<file path="src/pkg/mis_pkg.sv">
package mis_pkg;
   // Register offsets in bank 0, and the one bank 1 register tracked here
   localparam logic [2:0] ADR_DATA    = 3'h0;
   localparam logic [2:0] ADR_IEN     = 3'h1;
   localparam logic [2:0] ADR_IID     = 3'h2;
   localparam logic [2:0] ADR_MCTL    = 3'h4;
   localparam logic [2:0] ADR_LSTAT   = 3'h5;
   localparam logic [2:0] ADR_MSTAT2  = 3'h6;
   localparam logic [2:0] ADR_SCRATCH = 3'h7;
   localparam logic [2:0] ADR_MSTAT1  = 3'h6;
   // Control bit positions
   localparam int MC_TERM_READY = 0;
   localparam int MC_REQ_SEND   = 1;
   localparam int MC_RESET_REQ  = 2;
   localparam int MC_IRQ_OE     = 3;
   localparam int MC_LOOP       = 4;
   localparam int MC_ADDR_SEL   = 7;
   localparam logic [7:0] MCTL_WMASK  = 8'h9F;
   localparam logic [7:0] MCTL_RST    = 8'h00;
   localparam logic [7:0] SCRATCH_RST = 8'h00;
   localparam logic [3:0] IEN_RST     = 4'h0;
   // Enable bit positions
   localparam int IE_RX    = 0;
   localparam int IE_TX_HOLDING_EMPTY  = 1;
   localparam int IE_LINE  = 2;
   localparam int IE_MSTAT = 3;
   // Identification codes, bits 3..0
   localparam logic [3:0] IID_NONE   = 4'h1;
   localparam logic [3:0] IID_LINE   = 4'h6;
   localparam logic [3:0] IID_RXDATA = 4'h4;
   localparam logic [3:0] IID_TX_HOLDING_EMPTY   = 4'h2;
   localparam logic [3:0] IID_MSTAT2 = 4'h0;
   localparam logic [3:0] IID_MSTAT1 = 4'h8;
   // Timing
   localparam longint CLK_HZ       = 50_000_000;
   localparam longint DTR_LOSS_MS  = 50;
   localparam longint DTR_LOSS_CYC = (DTR_LOSS_MS * CLK_HZ + 999) / 1000;
   typedef enum logic [1:0] {
      MIS_DTR_HIGH = 2'b00,
      MIS_DTR_WAIT = 2'b01,
      MIS_DTR_LOST = 2'b10
   } mis_dtr_state_t;
endpackage

</file>
<file path="src/pkg/mis_irq_if.sv">
`timescale 1ns/1ps
interface mis_irq_if;
   // Gated pending: 0 line, 1 rx data, 2 holding empty, 3 status 2, 4 status 1
   logic [4:0] pend;
   logic [3:0] code;
   modport ctrl (output pend, input code);
   modport prio (input pend, output code);
endinterface

</file>
<file path="src/hw/mis_irq_prio.sv">
`timescale 1ns/1ps
module mis_irq_prio
   import mis_pkg::*;
(
   mis_irq_if.prio irq
);
   function automatic logic [3:0] pick(input logic [4:0] p);
      logic [3:0] c;
      c = IID_NONE;
      if (p[0])
      begin
         c = IID_LINE;
      end
      else if (p[1])
      begin
         c = IID_RXDATA;
      end
      else if (p[2])
      begin
         c = IID_TX_HOLDING_EMPTY;
      end
      else if (p[3])
      begin
         c = IID_MSTAT2;
      end
      else if (p[4])
      begin
         c = IID_MSTAT1;
      end
      return c;
   endfunction

   assign irq.code = pick(irq.pend);
endmodule

</file>
<file path="src/hw/mis_dtr_timer.sv">
`timescale 1ns/1ps
module mis_dtr_timer
   import mis_pkg::*;
#(
   parameter int unsigned LOSS_CYC = 32'(DTR_LOSS_CYC)
)
(
   // Clock and reset
   input  wire logic sys_clk,
   input  wire logic rst,
   // Terminal-ready level and disconnect start
   input  wire logic term_ready,
   output logic      loss_start
);
   mis_dtr_state_t state_q;
   logic [31:0]    cnt_q;

   // Fires once per low period; needs a new high to rearm
   always_ff @(posedge sys_clk or posedge rst)
   begin
      if (rst)
      begin
         state_q    <= MIS_DTR_LOST;
         cnt_q      <= 32'h0000_0000;
         loss_start <= 1'b0;
      end
      else
      begin
         loss_start <= 1'b0;
         unique case (state_q)
            MIS_DTR_HIGH:
            begin
               cnt_q <= 32'h0000_0000;
               if (!term_ready)
               begin
                  state_q <= MIS_DTR_WAIT;
               end
            end
            MIS_DTR_WAIT:
            begin
               if (term_ready)
               begin
                  state_q <= MIS_DTR_HIGH;
               end
               else if (cnt_q >= LOSS_CYC - 1)
               begin
                  state_q    <= MIS_DTR_LOST;
                  loss_start <= 1'b1;
               end
               else
               begin
                  cnt_q <= cnt_q + 32'h0000_0001;
               end
            end
            MIS_DTR_LOST:
            begin
               if (term_ready)
               begin
                  state_q <= MIS_DTR_HIGH;
               end
            end
            default:
            begin
               state_q <= MIS_DTR_LOST;
            end
         endcase
      end
   end
endmodule

</file>
<file path="src/hw/mis_top.sv">
`timescale 1ns/1ps
module mis_top
   import mis_pkg::*;
#(
   parameter int unsigned DTR_LOSS_CYCLES = 32'(DTR_LOSS_CYC)
)
(
   // Clock and reset
   input  wire logic       sys_clk,
   input  wire logic       rst,
   // Host register bus
   input  wire logic       cs_n,
   input  wire logic       rd_n,
   input  wire logic       wr_n,
   input  wire logic [2:0] addr,
   input  wire logic [7:0] data_in,
   output logic      [7:0] data_out,
   output logic            data_oe,
   // Neighbouring serial registers
   input  wire logic [7:0] ext_rdata,
   output logic            ext_rd_stb,
   output logic            ext_wr_stb,
   output logic            ext_bank,
   // Interrupt sources
   input  wire logic       line_cond_evt,
   input  wire logic       rx_data_evt,
   input  wire logic       thr_empty_evt,
   input  wire logic       msr1_evt,
   // Modem indications
   input  wire logic       handshake_done,
   input  wire logic       powered_up,
   input  wire logic       ring_n,
   input  wire logic       carrier_valid,
   input  wire logic       call_prog_tone,
   input  wire logic       call_prog_en,
   // Control outputs
   output logic            terminal_ready,
   output logic            master_reset,
   output logic            loopback,
   output logic            dtr_loss_start,
   // Interrupt pin
   output logic            interrupt_output,
   output logic            interrupt_output_oe
);
   logic       rd_q;
   logic       wr_q;
   logic [7:0] rdata_q;
   logic [7:0] rdata_d;
   logic [3:0] ien_q;
   logic [7:0] mctl_q;
   logic [7:0] scratch_q;
   logic [3:0] iir_q;
   logic       line_q;
   logic       rxd_q;
   logic       tx_holding_empty_q;
   logic       ms1_q;
   logic [3:0] live;
   logic [3:0] live_q;
   logic [3:0] chg;
   logic [3:0] mdelta_q;
   logic       bus_rd;
   logic       bus_wr;
   logic       rd_stb;
   logic       wr_stb;
   logic       bank;
   logic       own_sel;
   logic       iid_sel;
   logic       rd_lstat;
   logic       rd_data;
   logic       wr_data;
   logic       rd_iid;
   logic       rd_ms2;
   logic       rd_ms1;
   logic       reset_req;

   mis_irq_if irq ();

   function automatic logic hit(input logic [2:0] a, input logic b,
                                input logic [2:0] off, input logic ob);
      return (a == off) && (b == ob);
   endfunction

   // Hardware set beats software clear in the same cycle
   function automatic logic sticky(input logic q, input logic set, input logic clr);
      return set | (q & ~clr);
   endfunction

   assign bank      = mctl_q[MC_ADDR_SEL];
   assign reset_req = mctl_q[MC_RESET_REQ];
   assign bus_rd    = ~cs_n & ~rd_n;
   assign bus_wr    = ~cs_n & ~wr_n;
   assign rd_stb    = bus_rd & ~rd_q;
   assign wr_stb    = bus_wr & ~wr_q;
   assign iid_sel   = ~cs_n & hit(addr, bank, ADR_IID, 1'b0);
   assign own_sel   = hit(addr, bank, ADR_IEN, 1'b0) | hit(addr, bank, ADR_IID, 1'b0)
                    | hit(addr, bank, ADR_MSTAT2, 1'b0) | hit(addr, bank, ADR_SCRATCH, 1'b0)
                    | (addr == ADR_MCTL);
   assign rd_lstat  = rd_stb & hit(addr, bank, ADR_LSTAT, 1'b0);
   assign rd_data   = rd_stb & hit(addr, bank, ADR_DATA, 1'b0);
   assign wr_data   = wr_stb & hit(addr, bank, ADR_DATA, 1'b0);
   assign rd_iid    = rd_stb & hit(addr, bank, ADR_IID, 1'b0);
   assign rd_ms2    = rd_stb & hit(addr, bank, ADR_MSTAT2, 1'b0);
   assign rd_ms1    = rd_stb & hit(addr, bank, ADR_MSTAT1, 1'b1);

   // Strobes for registers that live in the serial section
   assign ext_rd_stb = rd_stb & ~own_sel;
   assign ext_wr_stb = wr_stb & ~own_sel;
   assign ext_bank   = bank;

   assign data_oe  = bus_rd;
   assign data_out = rdata_q;

   always_ff @(posedge sys_clk or posedge rst)
   begin
      if (rst)
      begin
         rd_q <= 1'b0;
         wr_q <= 1'b0;
      end
      else
      begin
         rd_q <= bus_rd;
         wr_q <= bus_wr;
      end
   end

   // Read mux; a read is sampled once at the start of the strobe
   always_comb
   begin
      rdata_d = ext_rdata;
      if (addr == ADR_MCTL)
      begin
         rdata_d = mctl_q & MCTL_WMASK;
      end
      else if (!bank)
      begin
         case (addr)
            ADR_IEN:     rdata_d = {4'h0, ien_q};
            ADR_IID:     rdata_d = {4'h0, iir_q};
            ADR_MSTAT2:  rdata_d = {live_q[3], live_q[2], live_q[1], live_q[0], mdelta_q};
            ADR_SCRATCH: rdata_d = scratch_q;
            default:     rdata_d = ext_rdata;
         endcase
      end
   end

   always_ff @(posedge sys_clk or posedge rst)
   begin
      if (rst)
      begin
         rdata_q <= 8'h00;
      end
      else if (rd_stb)
      begin
         rdata_q <= rdata_d;
      end
   end

   // Control register; bank select stays reachable in both banks
   always_ff @(posedge sys_clk or posedge rst)
   begin
      if (rst)
      begin
         mctl_q <= MCTL_RST;
      end
      else if (wr_stb && addr == ADR_MCTL)
      begin
         mctl_q <= data_in & MCTL_WMASK;
      end
   end

   // Enables and scratch fall back to reset under the reset request
   always_ff @(posedge sys_clk or posedge rst)
   begin
      if (rst)
      begin
         ien_q     <= IEN_RST;
         scratch_q <= SCRATCH_RST;
      end
      else if (reset_req)
      begin
         ien_q     <= IEN_RST;
         scratch_q <= SCRATCH_RST;
      end
      else if (wr_stb && !bank)
      begin
         if (addr == ADR_IEN)
         begin
            ien_q <= data_in[3:0];
         end
         if (addr == ADR_SCRATCH)
         begin
            scratch_q <= data_in;
         end
      end
   end

   assign terminal_ready      = mctl_q[MC_TERM_READY];
   assign master_reset        = reset_req;
   assign loopback            = mctl_q[MC_LOOP];
   assign interrupt_output_oe = mctl_q[MC_IRQ_OE];

   mis_dtr_timer #(
      .LOSS_CYC (DTR_LOSS_CYCLES)
   ) u_dtr (
      .sys_clk    (sys_clk),
      .rst        (rst),
      .term_ready (mctl_q[MC_TERM_READY]),
      .loss_start (dtr_loss_start)
   );

   // Interrupt sources held until their clearing access
   always_ff @(posedge sys_clk or posedge rst)
   begin
      if (rst)
      begin
         line_q <= 1'b0;
         rxd_q  <= 1'b0;
         tx_holding_empty_q <= 1'b0;
         ms1_q  <= 1'b0;
      end
      else
      begin
         line_q <= sticky(line_q, line_cond_evt, rd_lstat | reset_req);
         rxd_q  <= sticky(rxd_q, rx_data_evt, rd_data | reset_req);
         tx_holding_empty_q <= sticky(tx_holding_empty_q, thr_empty_evt,
                          wr_data | (rd_iid && iir_q == IID_TX_HOLDING_EMPTY) | reset_req);
         ms1_q  <= sticky(ms1_q, msr1_evt, rd_ms1 | reset_req);
      end
   end

   // Live modem lines, replaced by control bits in loopback
   always_comb
   begin
      if (mctl_q[MC_LOOP])
      begin
         live = {mctl_q[MC_IRQ_OE], mctl_q[MC_RESET_REQ],
                 mctl_q[MC_TERM_READY], mctl_q[MC_REQ_SEND]};
      end
      else
      begin
         live = {call_prog_en ? call_prog_tone : carrier_valid,
                 ~ring_n, powered_up, handshake_done};
      end
   end

   // Ring flags only the end of ringing, not its start
   assign chg = {live[3] ^ live_q[3], live_q[2] & ~live[2],
                 live[1] ^ live_q[1], live[0] ^ live_q[0]};

   always_ff @(posedge sys_clk or posedge rst)
   begin
      if (rst)
      begin
         live_q   <= 4'h0;
         mdelta_q <= 4'h0;
      end
      else
      begin
         live_q <= live;
         for (int i = 0; i < 4; i++)
         begin
            mdelta_q[i] <= sticky(mdelta_q[i], chg[i], rd_ms2);
         end
      end
   end

   // Status registers keep running while every enable is off
   assign irq.pend = {ms1_q & ien_q[IE_MSTAT], (|mdelta_q) & ien_q[IE_MSTAT],
                      tx_holding_empty_q & ien_q[IE_TX_HOLDING_EMPTY], rxd_q & ien_q[IE_RX],
                      line_q & ien_q[IE_LINE]};

   mis_irq_prio u_prio (
      .irq (irq)
   );

   // Code is frozen while the host addresses it, so a pending read
   // cannot see the source change underneath it
   always_ff @(posedge sys_clk or posedge rst)
   begin
      if (rst)
      begin
         iir_q <= IID_NONE;
      end
      else if (!iid_sel)
      begin
         iir_q <= irq.code;
      end
   end

   assign interrupt_output = ~iir_q[0];
endmodule

</file>
<file path="config.mk">
export PLATFORM = sky130hd
export DESIGN_NAME = mis_top
export DESIGN_NICKNAME = d
export VERILOG_FILES = /design/src/pkg/mis_pkg.sv /design/src/pkg/mis_irq_if.sv /design/src/hw/mis_irq_prio.sv /design/src/hw/mis_dtr_timer.sv /design/src/hw/mis_top.sv
export SDC_FILE = /design/constraint.sdc
export NUM_CORES = 1
export LEC_CHECK = 0
export ABC_AREA = 1
export BUFFER_PORTS_ARGS = -buffer_cell sky130_fd_sc_hd__buf_2
export CAP_MARGIN = 20
export CELL_PAD_IN_SITES_DETAIL_PLACEMENT = 1
export CELL_PAD_IN_SITES_GLOBAL_PLACEMENT = 2
export CORE_MARGIN = 5
export CORE_UTILIZATION = 36
export DETAILED_ROUTE_END_ITERATION = 10
export PLACE_DENSITY = 0.94
export REMOVE_ABC_BUFFERS = 1
export SYNTH_ARGS = -nofsm -noshare
export SYNTH_HDL_FRONTEND = slang
export SYNTH_SLANG_ARGS = --single-unit
</file>
<file path="constraint.sdc">
create_clock -name sys_clk -period 3.41 [get_ports sys_clk]
set_input_delay 0.341 -clock sys_clk [delete_from_list [all_inputs] [get_ports sys_clk]]
set_output_delay 0.341 -clock sys_clk [all_outputs]
set_load 0.005 [all_outputs]
</file>
**Yosys cells after proc, flatten, opt, wreduce, memory -nomap -nowiden**

Index checks and enable logic that the tools add are counted.

- Output and inout bits: 18
- Logic and storage cells: 143
- Input port bits: 34
- Register bits after elaboration: 79

- Bitwise operators: 62
- Eq/ne operators: 14
- Muxes and demuxes: 27
- Add/subtract/negate cells: 1
- Magnitude comparators: 1
- Reduce and logical (&&, ||, !) cells: 22

Operator list:

| operator | count |
|---|---|
| $mux 32 | 2 |
| $pmux 32 s2 | 1 |
| $mux 8 | 5 |
| $mux 4 | 9 |
| $add 32x1->32 const B | 1 |
| $ge 32x22->1 const B | 1 |
| $pmux 8 s4 | 1 |
| $and 1x1->1 | 27 |
| $or 1x1->1 | 17 |
| $not 1->1 | 15 |
| $eq 3x3->1 const B | 4 |
| $logic_and 1x1->1 | 10 |
| $mux 2 | 4 |
| $ne 2x2->1 const B | 4 |
| $reduce_bool 2->1 | 4 |
| $pmux 2 s3 | 1 |
| $reduce_and 3->1 | 2 |
| $eq 4x2->1 const B | 1 |
| $mux 1 | 4 |
| $reduce_and 2->1 | 2 |
| $reduce_or 4->1 | 1 |
| $eq 3x1->1 const B | 1 |
| $eq 3x2->1 const B | 1 |
| $logic_not 3->1 | 1 |
| 6 further kinds | 8 |

**Longest topological paths before layout**

Gate-level depths: netlist of run 1.

- Word-level depth: 10
- Gate-level depth with buffers: 12
- Gate-level depth less buffers: 11

**By module**

A second synthesis of run 1 with hierarchy kept.

- Cell total of the unflattened synthesis: 603
- Area, all modules: 4548.1 sq um

By module, submodules not included:

| module | cells an instance | sequential area each (sq um) | times used | area an instance (sq um) |
|---|---|---|---|---|
| mis_top | 289 | 1102.3 | 1 | 2369.8 |
| mis_dtr_timer | 303 | 877.1 | 1 | 2130.8 |
| mis_irq_prio | 11 | 0.0 | 1 | 47.5 |

**Least setup slack after synthesis of run 1**

OpenSTA, ideal clock, no wires.

- Kind: reg-to-reg
- From: reg u_dtr.cnt_q[0]
- To: reg u_dtr.cnt_q[5]
- Setup slack: 1.872 ns
- Stages on the path, launching flop included: 12
- Data arrival time: 1.421 ns
- Period minus slack after synthesis: 1.538 ns
- Data required time: 3.293 ns
- Path through: dfrtp_1 -> ha_1 -> nand3_2 -> o21ai_1 -> nand2_1 -> nand2_1 -> nand2_2 -> nand3_4 -> nand2_4 -> buf_6 -> nand2_1 -> nand2_1

- Longest elaborated chain between the ends: 4
- Elaborated cells between the ends (all ways): 7

RTL lines:

| element | line | RTL |
|---|---|---|
| start, declared | mis_dtr_timer.sv:16 | `logic [31:0] cnt_q;` |
| start signal, assigned | mis_dtr_timer.sv:52 | `cnt_q <= cnt_q + 32'h0000_0001;` |
| $add 32x1->32 | mis_dtr_timer.sv:52 |  |
| $mux 32 | mis_dtr_timer.sv:45 | `else if (cnt_q >= LOSS_CYC - 1)` |
| $mux 32 | mis_dtr_timer.sv:41 | `if (term_ready)` |
| $pmux 32 s2 | mis_dtr_timer.sv:30 | `unique case (state_q)` |

Several ways; a longest one is shown, not always the timed one. The select of a mux whose other input is x is not followed.
A chain may end at the register's enable or synchronous reset.

**Final worst setup path of run 1**

- From: reg u_dtr.cnt_q[0]
- To: reg u_dtr.cnt_q[3]

Same word-level chain as after synthesis.

==> results of run 1 <==
## sequential cells by signal, indices dropped and copies added (netlist names), 2 cells and up
register / count
live_q: 4
mctl_q: 6
u_dtr.state_q: 2
iir_q: 4
data_out: 8
ien_q: 4
scratch_q: 8
mdelta_q: 4
u_dtr.cnt_q: 32
## metrics by stage
stage	instance area [sq um]	hold slack [ps]
6_report	5071	54.90
5_1_grt	5071	95.10
4_1_cts	5071	66.07
3_5_place_dp	4747	432.3
3_3_place_gp	4727	464.4
2_1_floorplan	4264	413.1
## worst max-delay path, stage by stage, from the launching register on
cell,delay [ps]
sky130_fd_sc_hd__dfrtp_1,420
sky130_fd_sc_hd__ha_1,300
sky130_fd_sc_hd__nand3_2,130
sky130_fd_sc_hd__o21ai_1,60
sky130_fd_sc_hd__nand2_1,60
sky130_fd_sc_hd__nand2_1,60
sky130_fd_sc_hd__nand2_2,80
sky130_fd_sc_hd__nand3_4,260
sky130_fd_sc_hd__nand2_4,450
sky130_fd_sc_hd__nand2_1,110
sky130_fd_sc_hd__nand2_1,90
## worst max-delay path by stage
stage | start | end | slack [ps] | depth (start not counted)
CTS | u_dtr.cnt_q[0]$_DFFE_PP0P_ | u_dtr.cnt_q[3]$_DFFE_PP0P_ | 1250 | 10
global placement | u_dtr.cnt_q[0]$_DFFE_PP0P_ | u_dtr.cnt_q[20]$_DFFE_PP0P_ | 1400 | 10
floorplan | rst | data_out[0]$_DFFE_PP0P_ | 1050 | 1
detailed placement | u_dtr.cnt_q[0]$_DFFE_PP0P_ | u_dtr.cnt_q[11]$_DFFE_PP0P_ | 1320 | 10
global route | u_dtr.cnt_q[0]$_DFFE_PP0P_ | u_dtr.cnt_q[20]$_DFFE_PP0P_ | 1070 | 10
finish | u_dtr.cnt_q[0]$_DFFE_PP0P_ | u_dtr.cnt_q[3]$_DFFE_PP0P_ | 1280 | 10
## placed cells by master, fill, tap and decap left out, types with 2 or more instances in the layout
cell type                   synthesis  layout
sky130_fd_sc_hd__a31o_2             2       2
sky130_fd_sc_hd__dfstp_2            2       2
sky130_fd_sc_hd__a21oi_1           26      26
sky130_fd_sc_hd__nand3_1           42      42
sky130_fd_sc_hd__nand3_2            4       4
sky130_fd_sc_hd__bufinv_16          0       2
sky130_fd_sc_hd__nand2_1          162     162
sky130_fd_sc_hd__buf_2              3      51
sky130_fd_sc_hd__o21ai_1           11      11
sky130_fd_sc_hd__inv_2              7       7
sky130_fd_sc_hd__dfrtp_1           77      77
sky130_fd_sc_hd__a22oi_1            3       3
sky130_fd_sc_hd__nand4_1            6       6
sky130_fd_sc_hd__buf_4              2       3
sky130_fd_sc_hd__nor2_1            79      79
sky130_fd_sc_hd__nor3_1            11      11
sky130_fd_sc_hd__nand2_4            2       2
sky130_fd_sc_hd__nor2_2            11      11
sky130_fd_sc_hd__clkbuf_16          0       9
sky130_fd_sc_hd__o21ai_0           33      33
sky130_fd_sc_hd__nor2_4             3       3
sky130_fd_sc_hd__inv_1             76      75
sky130_fd_sc_hd__o22ai_1            5       5
sky130_fd_sc_hd__o21bai_1           4       4
sky130_fd_sc_hd__xor2_1             5       5
sky130_fd_sc_hd__clkinv_2           0       2
sky130_fd_sc_hd__nand2_2            3       3
## area by class of cell
class	instances	area (sq um)
clock buffer	11	242.7
multi-input combinational	421	1973
timing repair buffer	55	297.8
sequential	79	1979
tap	147	183.9
clock inverter	5	81.33
fill	1518	6890
inverter	83	312.8
## routing by layer
metal / vias to the layer above / GRT usage [%]
met5: - / 0
met4: 0 / 5.241
met3: 21 / 4.864
met2: 79 / 32.17
met1: 1912 / 20.79
li1: 1993 / -
## kinds of logic (layout without fill, tap and decap cells)
group                    Yosys count  count (layout)  synth area share [%]
adder cells (fa/ha/maj)            1               1                0.2860
XOR/XNOR                           5               5                 1.001
AND/OR/NAND/NOR                  327             327                 32.75
flip-flops                        79              79                 45.25
AO/OA/AOI/OAI                     88              88                 11.07
buffers and inverters             99             154                 9.639
## power by group
part | switching (mW) | total [mW] | internal [mW]
sequential | 0.0801 | 1.12 | 1.04
clock | 0.396 | 1.06 | 0.662
combinational | 0.393 | 0.563 | 0.169
total | 0.870 | 2.74 | 1.88
==> impl_summary.txt, run 1 <==
----------------------------------------------------
[Layout]
  Final design utilization ... 42.40%
  Area overhead of the layout relative to synthesis ... 15.93%
  Fraction of final layout cells sized beyond drive strength 1 ... 16.51%
  Count of placed standard cells in the final layout, fillers left out ... 801
  Total inserted antenna cells ... 0
  Nets ... 684

[Logic synthesis]
  Largest cells by area after synthesis ... sky130_fd_sc_hd__dfrtp_1, sky130_fd_sc_hd__nand2_1, sky130_fd_sc_hd__nor2_1
  Synthesis-stage register bit count ... 79
  Synth top area share ... 44.05%
  Most repeated cell in the gate-level netlist after synthesis ... sky130_fd_sc_hd__nand2_1
  Portion of the post-synthesis area used by sequential elements ... roughly 45%
  Number of different library cells in the post-synthesis netlist ... 36
  Most area-hungry cell type in the Yosys netlist ... sky130_fd_sc_hd__dfrtp_1
  Post-synth design cell area ... 4374 sq um
  Most frequent cells after synthesis ... sky130_fd_sc_hd__nand2_1, sky130_fd_sc_hd__nor2_1, sky130_fd_sc_hd__dfrtp_1
  Gate count of the mapped netlist ... roughly 600
  Share of flip-flops with an asynchronous set or reset ... 100.0%
  Yosys warning count ... 0
  Count of flip-flops with a built-in enable after synthesis ... 0
  Leading register cell type out of synthesis ... sky130_fd_sc_hd__dfrtp_1
  Post-Syn Area per Cell ... 7.302 sq um

[Worst setup path]
  WP data required ... 3680 ps
  Register-to-register setup slack ... 1280 ps
  Cell count of the worst reg-to-reg path ... 10
  Worst reg2reg startpoint ... u_dtr.cnt_q[0]$_DFFE_PP0P_
  Kind of capture point of the worst setup path ... register
  Worst r2r dst ... u_dtr.cnt_q[3]$_DFFE_PP0P_
  Kind of start point of the critical path ... register
  Worst path arrival time ... 2400 ps
  Setup Crit Path Kind ... register to register
  Critical path peak fanout ... 32

[Clock network]
  Total number of clock tree sinks ... 79
  Number of buffers created by CTS ... 9
  Max Buffers Root-to-Sink ... 2
  # hold bufs at CTS ... 0
  Clock-pin slew of the registers on the worst-case setup and hold paths ... around 60 ps
  TritonCTS clock tree ... built
  Max H-tree Level ... 3
  Post-cts resize count ... 0
  Postcts setup bufs ... 0
  Buffer cell driving the clock tree root ... sky130_fd_sc_hd__clkbuf_16
  Insertion delay to the later sink of the worst-skew pair ... 340 ps

[Placement]
  Setup slack after placement ... 1321 ps
  Number of port buffers ... 51
  DP HPWL ... 9119 um
  Placed Cells ... 785
  Weighted congestion reported at the end of routability-driven placement ... 0.8833

[Routing]
  Via-to-Cell Ratio ... 5.000
  DR top layer ... met4
  Remaining antenna violation count ... 0
  DRC violation count after routing ... 0
  Number of detailed-routing iterations run before antenna repair ... 4
  Average wire length per cell after detail routing ... 15.25 um
  Met2 layer wire length in the routed design ... 6141 um
  Starting DRC count in detailed routing ... about 290
  Sum of routed wire segments on met1 ... 5301 um
  Final WL ... about 12,000 um
  Total number of vias ... about 4,000
  Wire length on met3 ... 514 um

[GRT]
  Number of global-route vias before repair ... 4,288
  Global-route wire length before repair ... approximately 21,000 um
  Pin count of the biggest net entering global routing ... 33
  GRT Total Usage ... between 10% and 20%
  Antenna violations before repair ... 0
  Remaining global-route overflow ... 0

[Timing]
  Highest achievable clock rate ... 469.4 MHz
  Fin Setup TNS ... 0 ps
  RSZ-0062 raised after global routing ... no
  Worst clock skew ... 6.475 ps
  Rel. slew slack ... 59.17%
  Endpoints failing setup ... 0
  Count of final hold-check violations ... 0
  Fin. max-slew vios ... 0
  Post-layout min period ... 2130 ps
  Final worst-path cycle share ... 62.47%
  Final worst-path setup slack ... 1280 ps
  Worst Max-Slew Pin Slew ... roughly 610 ps

[Floorplanning]
  IO Count ... between 50 and 60
  Total die area ... 14,460 sq um
  Die X ... 120.2 um
  Starting utilization of the core area ... a little over a third
  Site row count ... 40
  Overall die height ... roughly 120 um
  Area of the core ... between 10,000 and 15,000 sq um

[Worst hold path]
  Hold Path Class ... input port to async pin

[Run status]
  Result of the run ... finished clean

[Job]
  Max-capacitance violation count ... 0

[Power and ir drop]
  Static leakage ... 2.518 nW
  Total power ... 2.745 mW
  Total power per unit cell area ... about 540 nW/um^2
  VDD IR max ... ~320 uV

----------------------------------------------------
Power figures use the tool's default switching activity.
==> run 2: changes to the inputs <==
ABC_AREA = 0   (was 1)
CORE_UTILIZATION = 37   (was 36)
PLACE_DENSITY = 0.89   (was 0.94)
clock period = 1.98 ns   (was 3.41 ns; I/O delays follow)
==> impl_summary.txt, run 2 <==
----------------------------------------------------
[Run status]
  Result of the run ... finished, violations left
  Violations in the final reports ... negative setup slack

[Worst setup path]
  Ordered list of cells on the worst path ... or4_4, nor4_4, nand2_2, buf_6, or3_1, o311ai_1
  WP data required ... around 2200 ps
  Critical path's largest stage delay ... 550 ps
  Cell type group with the largest total delay on the critical path ... simple AND/OR/NAND/NOR gates
  Setup Crit Path Kind ... register to register
  Crit path buf inv count ... 1
  Critical path peak fanout ... 10
  Kind of capture point of the worst setup path ... register
  Worst path arrival time ... 2450 ps
  Kind of start point of the critical path ... register
  Critical Path Source ... u_dtr.cnt_q[28]$_DFFE_PP0P_
  Worst reg2reg startpoint ... u_dtr.cnt_q[28]$_DFFE_PP0P_
  Register-to-register setup slack ... -230 ps
  Cell with the biggest individual delay on the critical path ... sky130_fd_sc_hd__or4_4

[Clock network]
  Buffer cell driving the clock tree root ... sky130_fd_sc_hd__clkbuf_16
  Number of buffers created by CTS ... 9
  Max H-tree Level ... 3
  Clock-pin slew of the registers on the worst-case setup and hold paths ... approximately 60 ps
  Total number of clock tree sinks ... 79
  TritonCTS clock tree ... built
  Max Buffers Root-to-Sink ... 2
  Insertion delay to the later sink of the worst-skew pair ... 340 ps

[Timing]
  Final worst-path cycle share ... 111.4%
  Final worst-path setup slack ... -225.4 ps
  Rel. slew slack ... 60.39%
  Worst Max-Slew Pin Slew ... slightly below 600 ps
  RSZ-0062 raised after global routing ... yes
  Count of final hold-check violations ... 0
  Post-layout min period ... 2205 ps
  Endpoints failing setup ... 30
  Worst clock skew ... between 8 and 9 ps
  Fin. max-slew vios ... 0
  Fin Setup TNS ... -4285 ps
  Highest achievable clock rate ... around 450 MHz

[Routing]
  Starting DRC count in detailed routing ... 212
  Average wire length per cell after detail routing ... 20.45 um
  DRC violation count after routing ... 0
  Via-to-Cell Ratio ... 5.674
  Total number of vias ... roughly 3,800
  Number of detailed-routing iterations run before antenna repair ... 4
  Final WL ... 13,740 um
  Remaining antenna violation count ... 0

[GRT]
  Pin count of the biggest net entering global routing ... 40
  Remaining global-route overflow ... 0
  Global-route wire length before repair ... approximately 22,000 um
  Antenna violations before repair ... 1
  GRT Total Usage ... 20.56%
  Number of global-route vias before repair ... 4,171

[Logic synthesis]
  Post-Syn Area per Cell ... between 9 and 10 sq um
  Gate count of the mapped netlist ... 428
  Synthesis-stage register bit count ... 79
  Largest cells by area after synthesis ... sky130_fd_sc_hd__dfrtp_1, sky130_fd_sc_hd__mux2i_1, sky130_fd_sc_hd__nand2_1
  Share of flip-flops with an asynchronous set or reset ... 100.0%
  Count of flip-flops with a built-in enable after synthesis ... 0
  Leading register cell type out of synthesis ... sky130_fd_sc_hd__dfrtp_1
  Yosys warning count ... 0
  Number of different library cells in the post-synthesis netlist ... 56
  Post-synth design cell area ... 4209 sq um
  Portion of the post-synthesis area used by sequential elements ... 47.03%
  Most frequent cells after synthesis ... sky130_fd_sc_hd__dfrtp_1, sky130_fd_sc_hd__nand2_1, sky130_fd_sc_hd__nor2_1
  Most area-hungry cell type in the Yosys netlist ... sky130_fd_sc_hd__dfrtp_1
  Most repeated cell in the gate-level netlist after synthesis ... sky130_fd_sc_hd__dfrtp_1
  Synth top area share ... 45.78%

[Job]
  Max-capacitance violation count ... 0

[Worst hold path]
  Worst min-delay path startpoint ... wr_n
  Hold Path Class ... input port to register

[Layout]
  Commonest non-fill, non-tap cells in the layout ... sky130_fd_sc_hd__dfrtp_1, sky130_fd_sc_hd__buf_2, sky130_fd_sc_hd__buf_4
  Fraction of final layout cells sized beyond drive strength 1 ... 34.22%
  Nets ... 559
  Register with the highest flop count ... u_dtr.cnt_q
  Area of all placed cells without fillers ... between 5000 and 6000 sq um
  Largest register FFs ... 32
  Area overhead of the layout relative to synthesis ... 33.29%
  Total inserted antenna cells ... 0
  Most common cell after layout, fill and taps aside ... sky130_fd_sc_hd__dfrtp_1

[Floorplanning]
  Total die area ... 13,610 sq um
  Site row count ... 39
  Area of the core ... 11,270 sq um
  Starting utilization of the core area ... 37.34%
  IO Count ... 52
  Die X ... 116.7 um
  Overall die height ... 116.7 um

[Placement]
  Post-place instance area ... 4974 sq um
  DP HPWL ... 9926 um
  Number of port buffers ... 51
  Weighted congestion reported at the end of routability-driven placement ... 0.8251

[Power and ir drop]
  Total power per unit cell area ... about 860 nW/um^2
  Static leakage ... 2.455 nW
  VDD IR max ... between 400 and 500 uV

----------------------------------------------------
run 2: cell types whose count changed in the layout (fill, tap and decap cells not counted), moves of 10 or more:
cell,change
sky130_fd_sc_hd__mux2i_1,+25
sky130_fd_sc_hd__o21ai_0,-23
sky130_fd_sc_hd__nand2_1,-113
sky130_fd_sc_hd__nand3_1,-31
sky130_fd_sc_hd__buf_4,+47
sky130_fd_sc_hd__mux2_2,+10
sky130_fd_sc_hd__inv_1,-64
sky130_fd_sc_hd__a21oi_1,-16
sky130_fd_sc_hd__a21boi_0,+10
sky130_fd_sc_hd__nor2_1,-49
sky130_fd_sc_hd__o311ai_2,+11
sky130_fd_sc_hd__nor2_2,-11
run 2: metal layers:
layer | routed length (um) | vias to the layer above | global-route usage, %
met3 | 561 | 18 | 4.352
met2 | 7416 | 76 | 38.60
met1 | 5582 | 1916 | 23.73
met5 | 13 | - | 0
li1 | - | 1801 | -
met4 | 168 | 2 | 5.122
run 2: what timing repair did:
action	CTS	global route
hold buffers	1	0
buffers inserted	0	1
cloned	1	0
setup endpoints to repair	33	35
gates resized for setup	29	30
pin swaps	9	5
endpoints found under the hold margin	23	0
run 2: metrics by stage:
| stage | worst slack (ps) | hold WS, ps | instances | util [%] | power, mW |
|---|---|---|---|---|---|
| 3_5_place_dp | -305.6 | 229.4 | 653 | 44.12 | 3.004 |
| 3_3_place_gp | -177.2 | 220.7 | 653 | 44.12 | 2.951 |
| 4_1_cts | -221.7 | 28.24 | 671 | 48.20 | 4.810 |
| 5_1_grt | -298.6 | 37.69 | 672 | 49.77 | 5.070 |
| 6_report | -225.4 | 40.46 | 672 | 49.77 | 4.844 |
| 2_1_floorplan | -602.4 | 258.7 | 402 | - | 2.459 |
run 2: area by class of cell:
| cell class | count | area, sq um |
|---|---|---|
| Multi-Input combinational cell | 311 | 2350 |
| Tap cell | 143 | 178.9 |
| Inverter | 12 | 46.29 |
| Fill cell | 1258 | 5662 |
| Clock inverter | 7 | 80.08 |
| Clock buffer | 9 | 225.2 |
| Timing Repair Buffer | 111 | 750.7 |
| Sequential cell | 79 | 1979 |
run 2: logic make-up after synthesis:
kind of cell | count (synthesis) | share of synthesized area (%)
fa+ha+maj | 1 | 0.2972
buf+inv | 38 | 3.716
simple gates | 163 | 20.21
flops | 79 | 47.03
xor+xnor | 5 | 1.041
mux | 35 | 8.621
compound gates | 107 | 19.08
run 2: worst paths after layout:
kind	endpoint	cells past startpoint
worst max register to register	u_dtr.cnt_q[9]$_DFFE_PP0P_	6
worst min register to register	data_out[2]$_DFFE_PP0P_	1
worst max-delay path	u_dtr.cnt_q[9]$_DFFE_PP0P_	6
min in group asynchronous	data_out[3]$_DFFE_PP0P_	3
max in group asynchronous	iir_q[0]$_DFFE_PP1N_	4
worst min-delay path	wr_q$_DFF_PP0_	2
run 2: power breakdown:
part	switching [mW]	internal, mW	total, mW
Combinational	0.632	0.519	1.15
Clock	0.728	0.995	1.72
Sequential	0.180	1.79	1.97
==> run 3: changes to the inputs <==
SETUP_SLACK_MARGIN = 0.2   (was default)
==> impl_summary.txt, run 3 (synthesis results as in run 2) <==
----------------------------------------------------
[Layout]
  Fraction of final layout cells sized beyond drive strength 1 ... 34.34%
  Nets ... 560
  Register with the highest flop count ... u_dtr.cnt_q
  Area of all placed cells without fillers ... 5612 sq um
  Filler cell count in the final layout ... 1,264
  Area overhead of the layout relative to synthesis ... 33.32%
  Sequential cell area ... 1981 sq um
  Most common cell after layout, fill and taps aside ... sky130_fd_sc_hd__dfrtp_1
  Commonest non-fill, non-tap cells in the layout ... sky130_fd_sc_hd__dfrtp_1, sky130_fd_sc_hd__buf_2, sky130_fd_sc_hd__nand2_1, sky130_fd_sc_hd__buf_4, sky130_fd_sc_hd__nor2_1
  Largest register FFs ... 32
  Total inserted antenna cells ... 0
  Footprint of the multi-input gates ... 2326 sq um
  Final design utilization ... 49.78%

[Placement]
  Number of port buffers ... 51
  DP HPWL ... ~9900 um
  Weighted congestion reported at the end of routability-driven placement ... 0.8251
  Post-place instance area ... 4974 sq um

[Job]
  Max-capacitance violation count ... 0

[Floorplanning]
  Total die area ... 13,610 sq um
  Site row count ... 39
  Die X ... 116.7 um
  Area of the core ... ~11,000 sq um
  Starting utilization of the core area ... 37.34%
  Overall die height ... approximately 120 um
  IO Count ... 52

[Power and ir drop]
  VDD IR max ... 398.7 uV
  Static leakage ... 2.457 nW
  Total power per unit cell area ... 861.8 nW/um^2

[Routing]
  Via-to-Cell Ratio ... between 5 and 6
  Remaining antenna violation count ... 0
  Final WL ... 13,880 um
  Total number of vias ... 3,855
  DRC violation count after routing ... 0
  Number of detailed-routing iterations run before antenna repair ... 4
  Starting DRC count in detailed routing ... 178
  Average wire length per cell after detail routing ... 20.62 um

[GRT]
  Number of global-route vias before repair ... 4,185
  Pin count of the biggest net entering global routing ... 40
  Global-route wire length before repair ... 21,600 um
  Antenna violations before repair ... 1
  GRT Total Usage ... between 20% and 30%
  Remaining global-route overflow ... 0

[Timing]
  Worst clock skew ... roughly 8.4 ps
  Rel. slew slack ... 59.13%
  Highest achievable clock rate ... about 450 MHz
  RSZ-0062 raised after global routing ... yes
  Final worst-path setup slack ... -245.9 ps
  Fin. max-slew vios ... 0
  Worst Max-Slew Pin Slew ... slightly above 600 ps
  Endpoints failing setup ... 32
  Post-layout min period ... 2226 ps
  Final worst-path cycle share ... 112.4%
  Count of final hold-check violations ... 0

[Worst setup path]
  Cell repeated most along the worst path ... sky130_fd_sc_hd__o311ai_4
  WP data required ... roughly 2200 ps
  Ordered list of cells on the worst path ... ha_2, and4_4, o311ai_4, a31oi_4, buf_6, or3_4, o311ai_4
  Critical path's largest stage delay ... about 400 ps
  Kind of start point of the critical path ... register
  Cell with the biggest individual delay on the critical path ... sky130_fd_sc_hd__dfrtp_1
  Kind of capture point of the worst setup path ... register
  Setup Crit Path Kind ... register to register
  Critical path peak fanout ... 3
  Worst path arrival time ... 2470 ps

[Run status]
  Violations in the final reports ... negative setup slack
  Result of the run ... finished, violations left

[Clock network]
  Buffer cell driving the clock tree root ... sky130_fd_sc_hd__clkbuf_16
  Insertion delay to the later sink of the worst-skew pair ... 340 ps
  Clock-pin slew of the registers on the worst-case setup and hold paths ... 70 ps
  Total number of clock tree sinks ... slightly below 80
  Max H-tree Level ... 3
  Max Buffers Root-to-Sink ... 2
  Number of buffers created by CTS ... 9
  TritonCTS clock tree ... built

[Worst hold path]
  Hold Path Class ... input port to register

----------------------------------------------------
run 3: where the power goes:
part / switching (mW) / internal, mW
Clock: 0.724 / 0.994
Combinational: 0.629 / 0.518
Sequential: 0.179 / 1.79
Total: 1.53 / 3.30
run 3: cell type report:
class,count,area share [%]
multi-input combinational,311,41.45
clock buffer,9,4.013
inverter,12,0.8250
clock inverter,7,1.427
timing repair buffer,112,13.80
sequential,79,35.30
tap,143,3.188
run 3: metrics by stage:
| stage | std cells | setup TNS [ps] | setup slack (ps) | hold WS [ps] | power (mW) |
|---|---|---|---|---|---|
| final | 673 | -4095 | -245.9 | 38.73 | 4.836 |
| after detailed placement | 653 | -6366 | -305.6 | 229.4 | 3.004 |
| after global placement | 653 | -3797 | -177.2 | 220.7 | 2.951 |
| after floorplan | 402 | -32540 | -602.4 | 258.7 | 2.459 |
| after CTS | 671 | -4099 | -222.0 | 28.24 | 4.814 |
| after global routing | 673 | -6299 | -299.4 | 43.38 | 5.061 |
run 3: final timing paths:
path	from	to	slack, ps	cells after the start
max	u_dtr.cnt_q[1]$_DFFE_PP0P_	u_dtr.cnt_q[16]$_DFFE_PP0P_	-250	7
min	wr_n	wr_q$_DFF_PP0_	40	2
max reg2reg	u_dtr.cnt_q[1]$_DFFE_PP0P_	u_dtr.cnt_q[16]$_DFFE_PP0P_	-250	7
min reg2reg	data_out[2]$_DFFE_PP0P_	data_out[2]$_DFFE_PP0P_	500	1
max in group asynchronous	rst	iir_q[0]$_DFFE_PP1N_	900	4
min in group asynchronous	rst	data_out[3]$_DFFE_PP0P_	410	3
run 3: what timing repair did:
action	CTS	global route
resized for setup	37	24
endpoints found under the hold margin	23	0
pin swaps	10	13
hold buffers	1	0
buffers inserted	0	2
gates cloned	1	0
endpoints found under the setup margin	35	38
run 3: routing by layer:
metal / global-route usage (%) / vias up / part of all wire [%]
met5: 0 / - / 0.094
met4: 5.963 / 2 / 1.2
met3: 4.404 / 12 / 4.3
met2: 38.33 / 68 / 54
met1: 23.63 / 1971 / 40
li1: - / 1802 / -
run 3: worst max-delay path: cells and delay by family (launching register included):
family / cells / cell delay (ps)
AO/OA/AOI/OAI: 3 / 800
buffers and inverters: 1 / 180
AND/OR/NAND/NOR: 2 / 550
flip-flops: 1 / 400
adder cells (fa/ha/maj): 1 / 200
